<file path="src/logic/scan_port_defines.vh">
// Constants for the boundary-scan test access port.
// Assumes inclusion by the port module only; definitions only.
`ifndef SCAN_PORT_DEFINES_VH
`define SCAN_PORT_DEFINES_VH

// ----------------------------------------------------------------
// Register lengths
// ----------------------------------------------------------------
`define IR_LEN 3
`define ID_LEN 32
`define BSR_LEN 98
`define OBS_LEN 62

// ----------------------------------------------------------------
// Instruction codes
// ----------------------------------------------------------------
`define IR_EXTEST 3'h0
`define IR_IDCODE 3'h1
`define IR_SAMPLE 3'h2
`define IR_SCANTEST 3'h5
`define IR_CAPTURE 3'h1

// ----------------------------------------------------------------
// Chain positions of the driven cells
// ----------------------------------------------------------------
`define CELL_FRAME_EN 0
`define CELL_FRAME 1
`define CELL_XFER 13
`define CELL_SOC 14
`define CELL_RXAV_EN 17
`define CELL_RXAV 18
`define CELL_PARITY 19
`define CELL_WORD_HI 20
`define CELL_RXBUS_EN 35
`define CELL_WORD0 36
`define CELL_TXAV_EN 57
`define CELL_TXAV 58
`define CELL_DATA_EN 87
`define CELL_DATA0 88
`define CELL_IRQ 96

// ----------------------------------------------------------------
// Pin input conditioning
// ----------------------------------------------------------------
`define SYNC_STAGES 3

`endif

</file>
<file path="src/logic/scan_port.v">
// Boundary-scan test access port with a 98-cell chain around the pins.
// Assumes a tester drives the scan pins slowly against i_clk_sys
// (20 MHz); all scan pins are sampled, no scan clock domain exists.
//
// Function
// - Controller plus four paths: IR, bypass, ID, boundary
// - Capture inputs, force outputs, read device identity
// - Bypass shortens serial path to one bit
// - Decode EXTEST, IDCODE, SAMPLE, scan test codes
// - Codes 011, 100, 110, 111 select bypass
// - 32-bit ID: version, part, maker fields
// - 98 cells; cell 0 nearest serial output
// - Cell 35 gates whole receive bus group
// - Cells 17 and 57 gate own outputs
// - Transmit-available enable active low, one floats
// - Interrupt cell high means pin floats
// - Frame reference enable active low, output cell 1
// - Chain clocks only in shift and capture
// - Per-cell three-way mux from two selects
// - Standard five-signal scan interface
// - Serial pairs unscanned; other pins covered
`timescale 1ns/1ps
`default_nettype none
`include "scan_port_defines.vh"

module scan_port #(
    parameter [3:0] ID_VERSION = 4'h1,   // Arbitrary value
    parameter [15:0] ID_PART = 16'h2b5e, // Arbitrary value
    parameter [10:0] ID_MAKER = 11'h0a3  // Arbitrary value
) (
    // System clock and reset
    input wire i_clk_sys,
    input wire i_reset_n,
    // Scan pins
    input wire i_tck,
    input wire i_tms,
    input wire i_tdi,
    input wire i_trst_n,
    output wire o_tdo,
    output wire o_tdo_oe,
    // Core side of driven pins
    input wire i_rx_frame_ref_out,
    input wire i_rx_frame_ref_drive_en_n,
    input wire i_rx_start_of_xfer,
    input wire i_rx_start_of_cell,
    input wire i_rx_avail_drive_en_n,
    input wire i_rx_cell_available,
    input wire i_rx_parity,
    input wire [15:0] i_rx_bus_word,
    input wire i_rx_bus_drive_en_n,
    input wire i_tx_avail_drive_en_n,
    input wire i_tx_cell_available,
    input wire [7:0] i_data_bus_out,
    input wire i_data_bus_drive_en_n,
    input wire i_irq_out_n,
    // Observed input pins, in chain order
    input wire [`OBS_LEN-1:0] i_pin_obs,
    input wire [7:0] i_pin_data,
    // Pin side of driven pins
    output wire o_rx_frame_ref_out,
    output wire o_rx_frame_ref_oe,
    output wire o_rx_start_of_xfer,
    output wire o_rx_start_of_cell,
    output wire o_rx_parity,
    output wire [15:0] o_rx_bus_word,
    output wire o_rx_bus_oe,
    output wire o_rx_cell_available,
    output wire o_rx_avail_oe,
    output wire o_tx_cell_available,
    output wire o_tx_avail_oe,
    output wire [7:0] o_data_bus,
    output wire o_data_bus_oe,
    output wire o_irq_out,
    output wire o_irq_oe
);

    // ------------------------------------------------------------
    // Controller states
    // ------------------------------------------------------------
    localparam [3:0] ST_EXIT2_DR = 4'h0;
    localparam [3:0] ST_EXIT1_DR = 4'h1;
    localparam [3:0] ST_SHIFT_DR = 4'h2;
    localparam [3:0] ST_PAUSE_DR = 4'h3;
    localparam [3:0] ST_SEL_IR = 4'h4;
    localparam [3:0] ST_UPD_DR = 4'h5;
    localparam [3:0] ST_CAP_DR = 4'h6;
    localparam [3:0] ST_SEL_DR = 4'h7;
    localparam [3:0] ST_EXIT2_IR = 4'h8;
    localparam [3:0] ST_EXIT1_IR = 4'h9;
    localparam [3:0] ST_SHIFT_IR = 4'ha;
    localparam [3:0] ST_PAUSE_IR = 4'hb;
    localparam [3:0] ST_IDLE = 4'hc;
    localparam [3:0] ST_UPD_IR = 4'hd;
    localparam [3:0] ST_CAP_IR = 4'he;
    localparam [3:0] ST_RESET = 4'hf;

    // ------------------------------------------------------------
    // Pin conditioning: three stages, change on agreement
    // ------------------------------------------------------------
    reg [3:0] sync1_q, sync2_q, sync3_q, pin_q;
    wire [3:0] pin_raw = {i_trst_n, i_tdi, i_tms, i_tck};
    wire [3:0] pin_d = (sync2_q == sync3_q) ? sync3_q : pin_q;

    // Synchroniser chain and filtered levels
    always @(posedge i_clk_sys or negedge i_reset_n) begin
        if (!i_reset_n) begin
            sync1_q <= 4'h8;
            sync2_q <= 4'h8;
            sync3_q <= 4'h8;
            pin_q <= 4'h8;
        end else begin
            sync1_q <= pin_raw;
            sync2_q <= sync1_q;
            sync3_q <= sync2_q;
            pin_q <= pin_d;
        end
    end

    wire tck_rise = pin_d[0] & ~pin_q[0];
    wire tck_fall = ~pin_d[0] & pin_q[0];
    wire tms = pin_d[1];
    wire tdi = pin_d[2];
    wire trst_n = pin_d[3];

    // ------------------------------------------------------------
    // Controller
    // ------------------------------------------------------------
    reg [3:0] state_q, state_d;

    // Sixteen-state next-state table
    always @* begin
        case (state_q)
            ST_RESET: state_d = tms ? ST_RESET : ST_IDLE;
            ST_IDLE: state_d = tms ? ST_SEL_DR : ST_IDLE;
            ST_SEL_DR: state_d = tms ? ST_SEL_IR : ST_CAP_DR;
            ST_CAP_DR: state_d = tms ? ST_EXIT1_DR : ST_SHIFT_DR;
            ST_SHIFT_DR: state_d = tms ? ST_EXIT1_DR : ST_SHIFT_DR;
            ST_EXIT1_DR: state_d = tms ? ST_UPD_DR : ST_PAUSE_DR;
            ST_PAUSE_DR: state_d = tms ? ST_EXIT2_DR : ST_PAUSE_DR;
            ST_EXIT2_DR: state_d = tms ? ST_UPD_DR : ST_SHIFT_DR;
            ST_UPD_DR: state_d = tms ? ST_SEL_DR : ST_IDLE;
            ST_SEL_IR: state_d = tms ? ST_RESET : ST_CAP_IR;
            ST_CAP_IR: state_d = tms ? ST_EXIT1_IR : ST_SHIFT_IR;
            ST_SHIFT_IR: state_d = tms ? ST_EXIT1_IR : ST_SHIFT_IR;
            ST_EXIT1_IR: state_d = tms ? ST_UPD_IR : ST_PAUSE_IR;
            ST_PAUSE_IR: state_d = tms ? ST_EXIT2_IR : ST_PAUSE_IR;
            ST_EXIT2_IR: state_d = tms ? ST_UPD_IR : ST_SHIFT_IR;
            ST_UPD_IR: state_d = tms ? ST_SEL_DR : ST_IDLE;
            default: state_d = ST_RESET;
        endcase
    end

    // State register, stepped on scan clock rise
    always @(posedge i_clk_sys or negedge i_reset_n) begin
        if (!i_reset_n) begin
            state_q <= ST_RESET;
        end else if (!trst_n) begin
            state_q <= ST_RESET;
        end else if (tck_rise) begin
            state_q <= state_d;
        end
    end

    // ------------------------------------------------------------
    // Instruction register and decode
    // ------------------------------------------------------------
    reg [`IR_LEN-1:0] ir_sh_q, ir_q;

    // Shift stage and latched instruction
    always @(posedge i_clk_sys or negedge i_reset_n) begin
        if (!i_reset_n) begin
            ir_sh_q <= `IR_IDCODE;
            ir_q <= `IR_IDCODE;
        end else if (!trst_n || state_q == ST_RESET) begin
            ir_q <= `IR_IDCODE;
            ir_sh_q <= `IR_IDCODE;
        end else if (tck_rise && state_q == ST_CAP_IR) begin
            ir_sh_q <= `IR_CAPTURE;
        end else if (tck_rise && state_q == ST_SHIFT_IR) begin
            ir_sh_q <= {tdi, ir_sh_q[`IR_LEN-1:1]};
        end else if (tck_fall && state_q == ST_UPD_IR) begin
            ir_q <= ir_sh_q;
        end
    end

    // Path selection from the instruction
    wire sel_id = (ir_q == `IR_IDCODE);
    wire sel_bsr = (ir_q == `IR_EXTEST) || (ir_q == `IR_SAMPLE) ||
        (ir_q == `IR_SCANTEST);
    wire sel_byp = !sel_id && !sel_bsr;
    wire extest = (ir_q == `IR_EXTEST);

    // ------------------------------------------------------------
    // Bypass and identification paths
    // ------------------------------------------------------------
    reg byp_q;
    reg [`ID_LEN-1:0] id_q;
    wire dr_cap = tck_rise && state_q == ST_CAP_DR;
    wire dr_shift = tck_rise && state_q == ST_SHIFT_DR;

    // Single bypass bit and identity shifter
    always @(posedge i_clk_sys or negedge i_reset_n) begin
        if (!i_reset_n) begin
            byp_q <= 1'b0;
            id_q <= {`ID_LEN{1'b0}};
        end else begin
            if (sel_byp && dr_cap) begin
                byp_q <= 1'b0;
            end else if (sel_byp && dr_shift) begin
                byp_q <= tdi;
            end
            if (sel_id && dr_cap) begin
                id_q <= {ID_VERSION, ID_PART, ID_MAKER, 1'b1};
            end else if (sel_id && dr_shift) begin
                id_q <= {tdi, id_q[`ID_LEN-1:1]};
            end
        end
    end

    // ------------------------------------------------------------
    // Boundary chain: parallel image of the pins
    // ------------------------------------------------------------
    reg [`BSR_LEN-1:0] cap_v;
    integer k;

    // Capture values; serial pairs have no cells
    always @* begin
        cap_v = {`BSR_LEN{1'b0}};
        cap_v[11:0] = {i_pin_obs[9:0], i_rx_frame_ref_out,
            i_rx_frame_ref_drive_en_n};
        cap_v[`CELL_XFER-1 + 0] = i_pin_obs[10];
        cap_v[`CELL_XFER] = i_rx_start_of_xfer;
        cap_v[`CELL_SOC] = i_rx_start_of_cell;
        cap_v[16:15] = i_pin_obs[12:11];
        cap_v[`CELL_RXAV_EN] = i_rx_avail_drive_en_n;
        cap_v[`CELL_RXAV] = i_rx_cell_available;
        cap_v[`CELL_PARITY] = i_rx_parity;
        for (k = 1; k < 16; k = k + 1) begin
            cap_v[`CELL_WORD_HI + 15 - k] = i_rx_bus_word[k];
        end
        cap_v[`CELL_RXBUS_EN] = i_rx_bus_drive_en_n;
        cap_v[`CELL_WORD0] = i_rx_bus_word[0];
        cap_v[56:37] = i_pin_obs[32:13];
        cap_v[`CELL_TXAV_EN] = i_tx_avail_drive_en_n;
        cap_v[`CELL_TXAV] = i_tx_cell_available;
        cap_v[86:59] = i_pin_obs[60:33];
        cap_v[`CELL_DATA_EN] = i_data_bus_drive_en_n;
        cap_v[95:88] = i_pin_data;
        cap_v[`CELL_IRQ] = i_irq_out_n;
        cap_v[97] = i_pin_obs[61];
    end

    // Cell selects: capture on 01, shift on 10, else hold
    wire g1 = sel_bsr && state_q == ST_CAP_DR;
    wire g2 = sel_bsr && state_q == ST_SHIFT_DR;
    wire clock_dr = tck_rise && (g1 || g2);
    reg [`BSR_LEN-1:0] bsr_q, upd_q;
    wire [`BSR_LEN-1:0] bsr_d;

    // Three-way mux per cell; tdi enters the far end
    genvar c;
    generate
        for (c = 0; c < `BSR_LEN; c = c + 1) begin : g_cell
            wire nbr = (c == `BSR_LEN - 1) ? tdi : bsr_q[(c + 1) % `BSR_LEN];
            assign bsr_d[c] = ({g2, g1} == 2'b01) ? cap_v[c] :
                ({g2, g1} == 2'b10) ? nbr : bsr_q[c];
        end
    endgenerate

    // Shift stage and update latch of the chain
    always @(posedge i_clk_sys or negedge i_reset_n) begin
        if (!i_reset_n) begin
            bsr_q <= {`BSR_LEN{1'b0}};
            upd_q <= {`BSR_LEN{1'b1}};
        end else begin
            if (clock_dr) begin
                bsr_q <= bsr_d;
            end
            if (sel_bsr && tck_fall && state_q == ST_UPD_DR) begin
                upd_q <= bsr_q;
            end
        end
    end

    // ------------------------------------------------------------
    // Serial output, changed on scan clock fall
    // ------------------------------------------------------------
    reg tdo_q, tdo_oe_q;
    wire dr_bit = sel_bsr ? bsr_q[0] : (sel_id ? id_q[0] : byp_q);

    // Drive only while shifting
    always @(posedge i_clk_sys or negedge i_reset_n) begin
        if (!i_reset_n) begin
            tdo_q <= 1'b0;
            tdo_oe_q <= 1'b0;
        end else if (tck_fall) begin
            tdo_q <= (state_q == ST_SHIFT_IR) ? ir_sh_q[0] : dr_bit;
            tdo_oe_q <= (state_q == ST_SHIFT_IR) || (state_q == ST_SHIFT_DR);
        end
    end

    assign o_tdo = tdo_q;
    assign o_tdo_oe = tdo_oe_q;

    // ------------------------------------------------------------
    // Pin drive: core in normal use, update latch under EXTEST
    // ------------------------------------------------------------
    wire [`BSR_LEN-1:0] drv = extest ? upd_q : cap_v;

    // Frame reference pin and its own enable
    assign o_rx_frame_ref_out = drv[`CELL_FRAME];
    assign o_rx_frame_ref_oe = ~drv[`CELL_FRAME_EN];

    // Receive bus group under one enable
    assign o_rx_start_of_xfer = drv[`CELL_XFER];
    assign o_rx_start_of_cell = drv[`CELL_SOC];
    assign o_rx_parity = drv[`CELL_PARITY];
    assign o_rx_bus_oe = ~drv[`CELL_RXBUS_EN];
    generate
        for (c = 0; c < 16; c = c + 1) begin : g_word
            assign o_rx_bus_word[c] = (c == 0) ? drv[`CELL_WORD0] :
                drv[`CELL_WORD_HI + 15 - c];
        end
    endgenerate

    // Availability pins, each with its own enable
    assign o_rx_cell_available = drv[`CELL_RXAV];
    assign o_rx_avail_oe = ~drv[`CELL_RXAV_EN];
    assign o_tx_cell_available = drv[`CELL_TXAV];
    assign o_tx_avail_oe = ~drv[`CELL_TXAV_EN];

    // Data bus, one enable for all eight bits
    assign o_data_bus = extest ? upd_q[95:88] : i_data_bus_out;
    assign o_data_bus_oe = ~drv[`CELL_DATA_EN];

    // Interrupt pin pulls low only, high floats
    assign o_irq_out = 1'b0;
    assign o_irq_oe = ~drv[`CELL_IRQ];

endmodule // scan_port

`default_nettype wire

</file>
<file path="config.mk">
export PLATFORM = sky130hd
export DESIGN_NAME = scan_port
export DESIGN_NICKNAME = d
export VERILOG_FILES = /design/src/logic/scan_port.v
export VERILOG_INCLUDE_DIRS = /design/src /design/src/logic
export SDC_FILE = /design/constraint.sdc
export NUM_CORES = 1
export LEC_CHECK = 0
export ABC_AREA = 1
export BUFFER_PORTS_ARGS = -buffer_cell sky130_fd_sc_hd__buf_2
export CAP_MARGIN = 20
export CORE_MARGIN = 4
export CORE_UTILIZATION = 36
export CTS_CLUSTER_DIAMETER = 40
export DETAILED_ROUTE_END_ITERATION = 10
export PLACE_DENSITY_LB_ADDON = 0.25
export SLEW_MARGIN = 20
export SYNTH_ARGS = -nofsm -noshare
export SYNTH_HDL_FRONTEND = slang
export SYNTH_SLANG_ARGS = --single-unit
</file>
<file path="constraint.sdc">
create_clock -name i_clk_sys -period 2.5 [get_ports i_clk_sys]
set_input_delay 0.25 -clock i_clk_sys [delete_from_list [all_inputs] [get_ports i_clk_sys]]
set_output_delay 0.25 -clock i_clk_sys [all_outputs]
set_load 0.03 [all_outputs]
</file>
Word level (Yosys, flattened, before mapping)
Index checks and enable logic that the tools add are counted.
{ "classes": {"n_mux": 228, "n_reduce_logical": 35, "eq_ne": 24, "n_bitwise": 10} }
{ "op_table": {"columns": ["op", "n"], "rows": [
  ["1-bit two-way mux", 202],
  ["97-bit two-way mux", 1],
  ["32-bit two-way mux", 2],
  ["4-bit one-hot mux with 12 select lines", 1],
  ["3-bit two-way mux", 11],
  ["4-bit == test, second input constant", 8],
  ["4-bit by 3-bit == test with 1-bit output, second input constant", 4],
  ["4-bit two-way mux", 4],
  ["1-bit logical AND", 15],
  ["2-bit two-way mux", 6],
  ["4-bit by 2-bit == test with 1-bit output, second input constant", 2],
  ["8-bit two-way mux", 1],
  ["1-bit NOT", 8],
  ["2-bit nonzero test", 4],
  ["1-bit logical OR", 5],
  ["4-bit by 1-bit == test with 1-bit output, second input constant", 1],
  ["4-bit == test", 1],
  ["4-bit zero test", 1],
  ["2-bit inequality test, second input constant", 2],
  ["2-bit OR reduction", 2],
  ["3-bit by 1-bit == test with 1-bit output, second input constant", 1],
  ["3-bit by 2-bit == test with 1-bit output, second input constant", 1],
  ["3-bit == test, second input constant", 1],
  ["1-bit zero test", 3],
  ["9 further kinds", 10]
]} }
{ "word_totals": {"in_bits": 112, "ff_bits": 256, "output_inout_bits": 39, "word_cells": 310} }

Logic depth before layout (Yosys ltp)
Gate-level depths: netlist of the first run.
{ "depth": {"word_depth": 9, "ltp_mapped": 15, "ltp_nobuf": 13} }

Worst setup path before layout of the first run
OpenSTA, ideal clock, no wires.
{ "synth_path": {"path_kind": "register to register", "from": "register state_q[2]", "to": "register bsr_q[63]", "setup_ps": 83, "required_time_ps": 2417, "t_arrival_ps": 2446, "n_path_buf": 4, "stages_incl_launch_ff": 16, "synth_period_minus_slack_ps": 2528, "slack_ps": -28, "cell_sequence": "dfstp_2 buf_2 inv_1 nor2_1 inv_1 nor2_1 nand2_1 inv_1 ha_1 clkbuf_1 clkbuf_1 buf_1 nand2_1 o21ai_0 nand2_1 o21ai_0"} }
{ "synth_between": {"elab_chain_len": 5, "elab_cells_between_ends": 11, "cone_classes": "eq/ne: 4; mux: 1; reduce/logical: 6"} }
{ "synth_lines": {"columns": ["element", "line_no", "rtl"], "rows": [
  ["from (decl)", "scan_port.v:128", "reg [3:0] state_q, state_d;"],
  ["from (signal assigned)", "scan_port.v:160", "state_q <= state_d;"],
  ["4-bit by 3-bit == test with 1-bit output or 4-bit by 2-bit == test with 1-bit output (tied branches)", "scan_port.v:254, scan_port.v:255", null],
  ["1-bit logical AND, on equally long branches", "scan_port.v:254, scan_port.v:255", null],
  ["2-bit by 1-bit == test with 1-bit output, or another cell as far along", "scan_port.v:265", "assign bsr_d[c] = ({g2, g1} == 2'b01) ? cap_v[c] :"],
  ["2-bit nonzero test (no line) or 1-bit logical AND (tied branches)", null, null],
  ["2-bit AND reduction (no line)", null, null],
  ["to (signal assigned)", "scan_port.v:273", "bsr_q <= {`BSR_LEN{1'b0}};"],
  ["to (signal assigned)", "scan_port.v:277", "bsr_q <= bsr_d;"],
  ["to (decl)", "scan_port.v:257", "reg [`BSR_LEN-1:0] bsr_q, upd_q;"]
]} }
Several ways; a longest one is shown, not always the timed one.
A chain may end at the register's enable or synchronous reset.

Worst setup path after layout of the first run
{ "layout_path": {"from": "register ir_q[0]", "to": "register bsr_q[79]"} }
{ "layout_between": {"elab_chain_len": 7, "elab_cells_between_ends": 14, "cone_classes": "eq/ne: 4; mux: 1; reduce/logical: 9"} }
{ "layout_lines": {"columns": ["element", "line_no", "rtl"], "rows": [
  ["from (decl)", "scan_port.v:167", "reg [`IR_LEN-1:0] ir_sh_q, ir_q;"],
  ["from (signal assigned)", "scan_port.v:173", "ir_q <= `IR_IDCODE;"],
  ["from (signal assigned)", "scan_port.v:175", "ir_q <= `IR_IDCODE;"],
  ["from (signal assigned)", "scan_port.v:182", "ir_q <= ir_sh_q;"],
  ["3-bit by 2-bit == test with 1-bit output (no line) or 3-bit zero test (tied branches)", null, null],
  ["1-bit logical OR", "scan_port.v:188", "wire sel_bsr = (ir_q == `IR_EXTEST) || (ir_q == `IR_SAMPLE) ||"],
  ["1-bit logical OR (*)", "scan_port.v:188", null],
  ["1-bit logical AND, on equally long branches", "scan_port.v:254, scan_port.v:255", null],
  ["2-bit by 1-bit == test with 1-bit output, or another cell as far along", "scan_port.v:265", null],
  ["2-bit nonzero test (no line) or 1-bit logical AND (tied branches)", null, null],
  ["2-bit AND reduction (no line)", null, null]
]} }
Mark *: on every way between the ends. The rest lies on a longest branch, timed or not.

==> flow_summary.yaml, run 1 <==
worst_hold_path:
  min_to: "bsr_q[49]"
  worst_hold_path.num_cells: 5
  hold_path_class: "in -> reg"
  worst_hold_startpoint: "i_pin_obs[25]"
layout:
  stdcell_count: 1628
  num_antenna_cells: 0
  area.growth.synth_to_final_pct: 18.6
  fin_nets: 1399
  drive_gt1_share_pct: 23.3
setup_path:
  slowest_stage: "dfstp_2"
  path_common_cell: "nand2_1"
  rr_startpoint: "ir_q[0]"
  endpoint_kind: "flip-flop"
  path_class: "reg -> reg"
  crit_family: "flip-flops"
  critPathMaxStageDelay_ns: 0.56
  cp_cell_sequence: "nor2_1 > a21oi_1 > nor2_2 > nand2_1 > inv_1 > ha_4 > nor2_1 > nand2_1 > clkinv_4 > clkbuf_16 > nand2_1 > o21ai_0"
  arrival_ns: 2.60
  required_ns: 2.81
  startpoint_type: "flip-flop"
  timing.rr.end: "bsr_q[79]"
  worstPathBufferInverterCount: 3
  r2r_setup_slack_ns: 0.22
  r2r_cells: 12
  crit_path_max_fanout: 29
timing:
  tns_ns: 0
  min_period_ns: 2.28
  post-route-period-util_pct: 91.4
  finalSetupViolations: 0
  fmax_ghz: 0.438
  max_slew_margin_pct: 56.5
  rsz0062_at_grt: "no"
  worst_pin_slew_ns: 0.653
  setup_ws_ns: 0.216
  finClkSkew_ns: 0.0147
  finalMaxSlewViolations: 0
  finalHoldViolCount: 0
  hold_slack_ns: 0.130
global_route:
  grt_max_degree: 78
  grt_pass1_wl_um: 34800
  antenna_found_initial: 1
  use_met2_pct: 22.2
  grt.met3_usage_pct: 3.73
  grt_use_total_pct: 14.6
  met1_usage_pct: 21.0
  grt_pass1_vias: 7238
  grt-ovfl-total: 0
  top_usage_layer: "met2"
clocking:
  clockBufferDepth: 2
  cts_buffers: 17
  cts_root_buf: "clkbuf_16"
  clock-sinks: 195
  clock_latency_ns: 0.44
  h-tree-depth: 4
  post-cts-setup-buffers: 0
  clk_pin_slew_worst_paths_ns: 0.08
  cts_tree: "built"
job:
  drv_cap: 0
yosys:
  ys.flop_type: "dfrtp_1"
  synth.top_cell.area_share_pct: 39.6
  ys_types: 32
  synthTopCellsByCount: "410 x nand2_1, 149 x dfrtp_1, 148 x inv_1"
  synthTopCellsByArea: "dfrtp_1 40%, nand2_1 16%, dfstp_2 13%"
  synth_enable_flop_cells: 0
  synth.most_common_cell: "nand2_1"
  yosysWarnings: 0
  synthArstFlopShare_pct: 100
  synth.avg_cell_area_um2: 8.17
  synth.net_count: 1267
  synthesis.instances: 1153
  yosys.area.top_type: "dfrtp_1"
  synth_seq_area_share_pct: 52.4
  ys_ff_latch: 195
  syn-cell-area_um2: 9420
floorplanning:
  start_util_pct: 37.0
  dieHeight_um: 170
  core.rowCount: 58
  core_um2: 25500
  die_w_um: 170
  pin_count: 151
  die_area_um2: 28800
place:
  io_buffers: 149
  post-place-ws_ns: 0.145
  place_congestion: 0.813
  dp_cells: 1590
  hpwl_um: 14000
drt:
  wl_um: 20900
  first_iter_violations: 550
  drc: 0
  viasPerCell: 4.60
  ant_nets: 0
  avgRoutedWirePerCell_um: 12.8
  firstDrtPassIters: 5
  routed-via-count: 7488
pwr:
  total_power_uw: 7740
  power_density_nw_per_um2: 692
  cellLeakagePower_uw: 0.00545
  irDropWorstVdd_v: 0.000364
outcome:
  status: "completed"
through the flow:
step	utilization (%)	cell area, um2
3_3_place_gp	41.2	10500
3_5_place_dp	41.2	10500
4_1_cts	43.7	11100
2_1_floorplan	-	9420
6_report	43.9	11200
5_1_grt	43.9	11200
power breakdown:
part           internal [uW]  switching (uW)  total [uW]
combinational            577            1020        1600
sequential              3380             101        3480
clock                   1320            1330        2650
total                   5280            2450        7740
final cells by class:
cell class	count	area [um2]
fillers	2570	14300
flip-flops and latches	195	4940
multi-input cells	746	3540
repair buffers	173	1130
inverters	152	576
clock buffers	17	425
well taps	330	413
clock inverters	15	141
registers in the layout, indices dropped and copies added (netlist names):
signal    cells
state_q       4
sync2_q       4
id_q         32
o_tdo_oe      1
pin_q         4
o_tdo         1
sync1_q       4
byp_q         1
sync3_q       4
ir_sh_q       3
upd_q        36
ir_q          3
bsr_q        98
kinds of logic after synthesis:
| logic type | Yosys count | synth area share [%] |
|---|---|---|
| simple gates | 462 | 19.5 |
| buf+inv | 212 | 10.2 |
| fa+ha+maj | 2 | 0.266 |
| compound gates | 245 | 13.4 |
| other cells | 1 | 0.0398 |
| mux | 36 | 4.22 |
| flops | 195 | 52.4 |
worst min-delay path, stage by stage:
cell	delay, ns
buf_2	0.07
nand2_1	0.04
o21ai_0	0.06
nand2_1	0.05
o21ai_1	0.06
placed cells by master (no fill, tap or decap), types with 16 or more instances in the layout:
| master | count |
|---|---|
| buf_2 | 148 |
| clkbuf_16 | 18 |
| dfrtp_1 | 149 |
| dfstp_2 | 46 |
| inv_1 | 148 |
| mux2_2 | 30 |
| nand2_1 | 409 |
| nand3_1 | 18 |
| nor2_1 | 16 |
| o21ai_0 | 121 |
| o21ai_1 | 105 |
worst max path at each step:
stage,startpoint,endpoint,cells past startpoint
3_3_place_gp,state_q[1],bsr_q[79],12
5_1_grt,state_q[1],bsr_q[89],13
6_report,ir_q[0],bsr_q[79],12
2_1_floorplan,state_q[2],bsr_q[42],15
4_1_cts,ir_q[2],bsr_q[80],11
3_5_place_dp,state_q[1],bsr_q[80],12
metal layers:
metal / vias to the layer above / part of all wire [%]
li1: 3863 / -
met4: 2 / 1.3
met3: 21 / 6.0
met2: 175 / 44
met1: 3427 / 49
met5: - / 0.038
repair_timing:
item,in CTS,in global routing
hold buffers,5,0
endpoints found under the hold margin,64,0
gates resized for setup,0,6
endpoints found under the setup margin,0,79
(Power assumes the default switching activity.)
==> run 2: changes to the inputs <==
- clock period: 2.5 -> 2.21 ns (I/O delays scaled with it)
==> flow_summary.yaml, run 2 (same netlist as run 1, synthesis figures left out) <==
layout:
  nFillCells: 2510
  area.growth.synth_to_final_pct: 22.9
  largest_register_ffs: 98
  mostFrequentLayoutCells: "407 x nand2_1, 149 x dfrtp_1, 147 x inv_1, 147 x buf_2, 121 x o21ai_0"
  num_antenna_cells: 0
  ff_latch_area_um2: 4940
  finalInstanceArea_um2: 11600
  utilization_pct: 45.5
  final_common_cell: "nand2_1"
  regMostFlops: "bsr_q"
  fin_nets: 1426
  largestRegisters: "bsr_q x98, upd_q x36, id_q x32"
  multi_input_area_um2: 3570
  drive_gt1_share_pct: 25.4
setup_path:
  r2r_setup_slack_ns: 0.12
  arrival_ns: 1.95
  critPathMaxStageDelay_ns: 0.57
  cp_cell_sequence: "nor2_2 > nand2_2 > clkbuf_16 > mux2_2 > buf_2"
  worstPathBufferInverterCount: 2
  rr_startpoint: "state_q[1]"
  crit_family: "flip-flops"
  startpoint_type: "flip-flop"
  endpoint_kind: "output port"
  required_ns: 1.99
  slowest_stage: "dfstp_2"
  crit_path_max_fanout: 18
  r2r_cells: 13
  path_class: "reg -> out"
  timing.rr.end: "bsr_q[31]"
drt:
  drc: 0
  firstDrtPassIters: 5
  routed-via-count: 7677
  wl_um: 22400
  first_iter_violations: 488
  ant_nets: 0
  avgRoutedWirePerCell_um: 13.6
  viasPerCell: 4.64
floorplanning:
  core_um2: 25500
  start_util_pct: 37.0
  die_area_um2: 28800
  die_w_um: 170
  dieHeight_um: 170
  core.rowCount: 58
  pin_count: 151
clocking:
  cts_root_buf: "clkbuf_16"
  clk_pin_slew_worst_paths_ns: 0.07
  cts_buffers: 17
  clock_latency_ns: 0.44
  clockBufferDepth: 2
  h-tree-depth: 4
  clock-sinks: 195
  cts_tree: "built"
timing:
  finClkSkew_ns: 0.0138
  max_slew_margin_pct: 61.6
  min_period_ns: 2.17
  finalHoldViolCount: 0
  finalMaxSlewViolations: 0
  finalSetupViolations: 0
  tns_ns: 0
  post-route-period-util_pct: 98.3
  fmax_ghz: 0.460
  worst_pin_slew_ns: 0.576
  rsz0062_at_grt: "yes"
place:
  io_buffers: 149
  hpwl_um: 14100
  place_congestion: 0.806
  placed_cell_area_um2: 10600
global_route:
  grt_pass1_vias: 7193
  grt_pass1_wl_um: 34700
  grt_max_degree: 73
  antenna_found_initial: 2
  grt-ovfl-total: 0
  grt_use_total_pct: 14.5
worst_hold_path:
  worst_hold_startpoint: "i_pin_obs[36]"
  min_to: "bsr_q[62]"
  hold_path_class: "in -> reg"
  worst_hold_path.num_cells: 5
pwr:
  power_density_nw_per_um2: 776
  total_power_uw: 8980
  cellLeakagePower_uw: 0.00566
  irDropWorstVdd_v: 0.000526
job:
  drv_cap: 0
outcome:
  status: "completed"
==> run 2: cell count changes in the layout (fill, tap and decap cells not counted), moves of 2 or more <==
cell	before	now
buf_4	5	22
buf_6	1	3
clkbuf_16	18	25
clkbuf_8	1	3
clkinv_4	5	2
clkinv_8	1	3
nand2_1	409	407
nor2_1	16	14
==> run 2: per-layer routing <==
layer  track usage, %  wire (um)  vias up
met2             22.7      10200      155
met3             3.33       1010       18
met5                0         27        -
met1             20.4      10900     3564
li1                 -          -     3936
met4             3.75        256        4
==> run 2: worst max path at each step <==
stage                          start                  end  slack [ns]  cells after the start
after floorplan           state_q[2]            bsr_q[59]     -0.0007                     15
after detailed placement  state_q[1]            bsr_q[90]        0.06                     13
final                        ir_q[0]     o_rx_bus_word[4]        0.04                      5
after CTS                    ir_q[0]  o_tx_cell_available        0.02                      5
after global routing      state_q[1]            bsr_q[61]       -0.03                     13
after global placement    state_q[1]            bsr_q[90]        0.07                     13
==> run 2: power breakdown <==
group | internal (uW) | switching [uW]
Clock | 1570 | 1510
Sequential | 3830 | 110
Combinational | 754 | 1210
Total | 6150 | 2830
==> run 2: repair_timing <==
action                                 CTS  global route
buffers inserted                         0             2
endpoints found under the hold margin   45             0
hold buffers                             5             0
setup endpoints to repair                0           122
resized for setup                        0            24
==> run 2: final cells by class <==
cell class | count | share of cell area, %
repair inverters | 2 | 0.216
multi-input cells | 746 | 30.9
repair buffers | 198 | 12.6
clock buffers | 19 | 3.91
flip-flops and latches | 195 | 42.6
clock inverters | 13 | 1.12
inverters | 152 | 5.04
well taps | 330 | 3.57
==> run 2: stage by stage <==
stage               hold slack [ns]  setup WS, ns  instances
global route                  0.118       -0.0299       1655
detailed placement            0.259        0.0629       1603
floorplan                   -0.0746     -0.000736       1153
CTS                          0.0865        0.0175       1640
global placement              0.266        0.0720       1603
finish                        0.101        0.0371       1655
==> run 2: tightest hold or removal path, stage by stage <==
cell and delay, ns:
buf_2 0.07, nand2_1 0.04, o21ai_0 0.06, nand2_1 0.05, o21ai_0 0.06
==> run 3: changes to the inputs <==
- clock period: 2.21 -> 1.9 ns (I/O delays scaled with it)
==> flow_summary.yaml, run 3 (same netlist as run 1, synthesis figures left out) <==
floorplanning:
  core_um2: 25500
  pin_count: 151
  die_area_um2: 28800
  die_w_um: 170
  core.rowCount: 58
  start_util_pct: 37.0
  dieHeight_um: 170
timing:
  setup_ws_ns: -0.236
  worst_pin_slew_ns: 0.667
  min_period_ns: 2.14
  finClkSkew_ns: 0.0121
  finalSetupViolations: 189
  post-route-period-util_pct: 112
  max_slew_margin_pct: 55.3
  finalHoldViolCount: 0
  fmax_ghz: 0.468
  finalMaxSlewViolations: 0
  tns_ns: -27.09
  rsz0062_at_grt: "yes"
setup_path:
  startpoint_type: "flip-flop"
  required_ns: 1.71
  endpoint_kind: "output port"
  worstPathBufferInverterCount: 3
  path_common_cell: "buf_6"
  rr_startpoint: "ir_q[0]"
  path_class: "reg -> out"
  arrival_ns: 1.95
  crit_path_start: "ir_q[0]"
  crit_family: "flip-flops"
  critPathMaxStageDelay_ns: 0.56
  slowest_stage: "dfstp_2"
  cp_cell_sequence: "nor2_4 > buf_6 > nand2_8 > buf_16 > mux2_2 > buf_6"
  crit_path_max_fanout: 8
clocking:
  cts_tree: "built"
  cts_root_buf: "clkbuf_16"
  clockBufferDepth: 2
  clk_pin_slew_worst_paths_ns: 0.08
  cts_buffers: 17
  clock_latency_ns: 0.43
  h-tree-depth: 4
  clock-sinks: 195
place:
  io_buffers: 149
  place_congestion: 0.798
  post-place-ws_ns: -0.136
  hpwl_um: 14800
drt:
  firstDrtPassIters: 5
  wl_um: 27600
  routed-via-count: 8411
  viasPerCell: 4.79
  drc: 0
  ant_nets: 0
  first_iter_violations: 514
  avgRoutedWirePerCell_um: 15.7
outcome:
  violations: "setup timing"
  status: "finished, violations left"
job:
  drv_cap: 0
layout:
  largest_register_ffs: 98
  largestRegisters: "bsr_q x98, upd_q x36, id_q x32"
  ff_latch_area_um2: 4940
  area.growth.synth_to_final_pct: 53.9
  drive_gt1_share_pct: 48.1
  final_common_cell: "nand2_1"
  mostFrequentLayoutCells: "250 x nand2_1, 149 x dfrtp_1, 141 x inv_1"
  multi_input_area_um2: 4840
  regMostFlops: "bsr_q"
  fin_nets: 1526
  nFillCells: 2231
  num_antenna_cells: 0
pwr:
  cellLeakagePower_uw: 0.00677
  power_density_nw_per_um2: 786
  irDropWorstVdd_v: 0.000518
worst_hold_path:
  hold_path_class: "in -> reg"
  worst_hold_startpoint: "i_pin_obs[34]"
global_route:
  grt_use_total_pct: 17.1
  grt-ovfl-total: 0
  grt_pass1_vias: 7736
  antenna_found_initial: 0
  grt_pass1_wl_um: 39700
  grt_max_degree: 49
run 3: worst min-delay path, cell delays in order:
cell	delay (ns)
buf_2	0.08
nand2_1	0.04
o21ai_0	0.06
nand2_1	0.05
o21ai_1	0.06
run 3: routing by layer:
metal | vias up | share of wire (%) | global-route usage (%)
li1 | 4163 | - | -
met2 | 173 | 49 | 28.1
met1 | 4041 | 45 | 23.9
met5 | - | 0 | 0
met3 | 34 | 3.4 | 2.61
met4 | 0 | 1.6 | 4.27
run 3: final timing paths:
path	endpoint	slack [ns]	cells after the start
worst max-delay path	o_data_bus[2]	-0.24	6
worst min-delay path	bsr_q[60]	0.08	5
worst max register to register	bsr_q[22]	-0.20	14
worst min register to register	sync2_q[1]	0.35	0
max in group asynchronous	state_q[1]	0.94	3
min in group asynchronous	sync2_q[1]	0.28	2
run 3: metrics by stage:
step / utilization [%] / power (uW) / std cells / hold slack, ns / cell area, um2
final: 56.9 / 11400 / 1755 / 0.0817 / 14500
after global routing: 56.9 / 11900 / 1755 / 0.101 / 14500
after CTS: 49.9 / 11200 / 1718 / 0.0540 / 12700
after detailed placement: 43.3 / 6990 / 1644 / 0.179 / 11000
after global placement: 43.3 / 6980 / 1644 / 0.178 / 11000
after floorplan: - / 6160 / 1153 / -0.106 / 9530
run 3: final cells by class:
class	count	area share [%]
clock buffer	18	2.96
clock inverter	14	0.716
inverter	152	4.05
multi-input combinational	746	33.4
sequential	195	34.1
tap	330	2.85
timing repair buffer	299	21.9
timing repair inverter	1	0.0518
run 3: where the power goes:
| part | internal (uW) | total (uW) | switching [uW] |
|---|---|---|---|
| sequential | 4450 | 4610 | 152 |
| clock | 1690 | 3360 | 1670 |
| combinational | 1650 | 3420 | 1780 |
run 3: what timing repair did:
action | CTS | global route
endpoints found under the hold margin | 38 | 0
resized for setup | 155 | 384
pin swaps | 2 | 33
gates cloned | 15 | 30
endpoints found under the setup margin | 166 | 207
hold buffers | 5 | 0
buffers inserted | 22 | 11
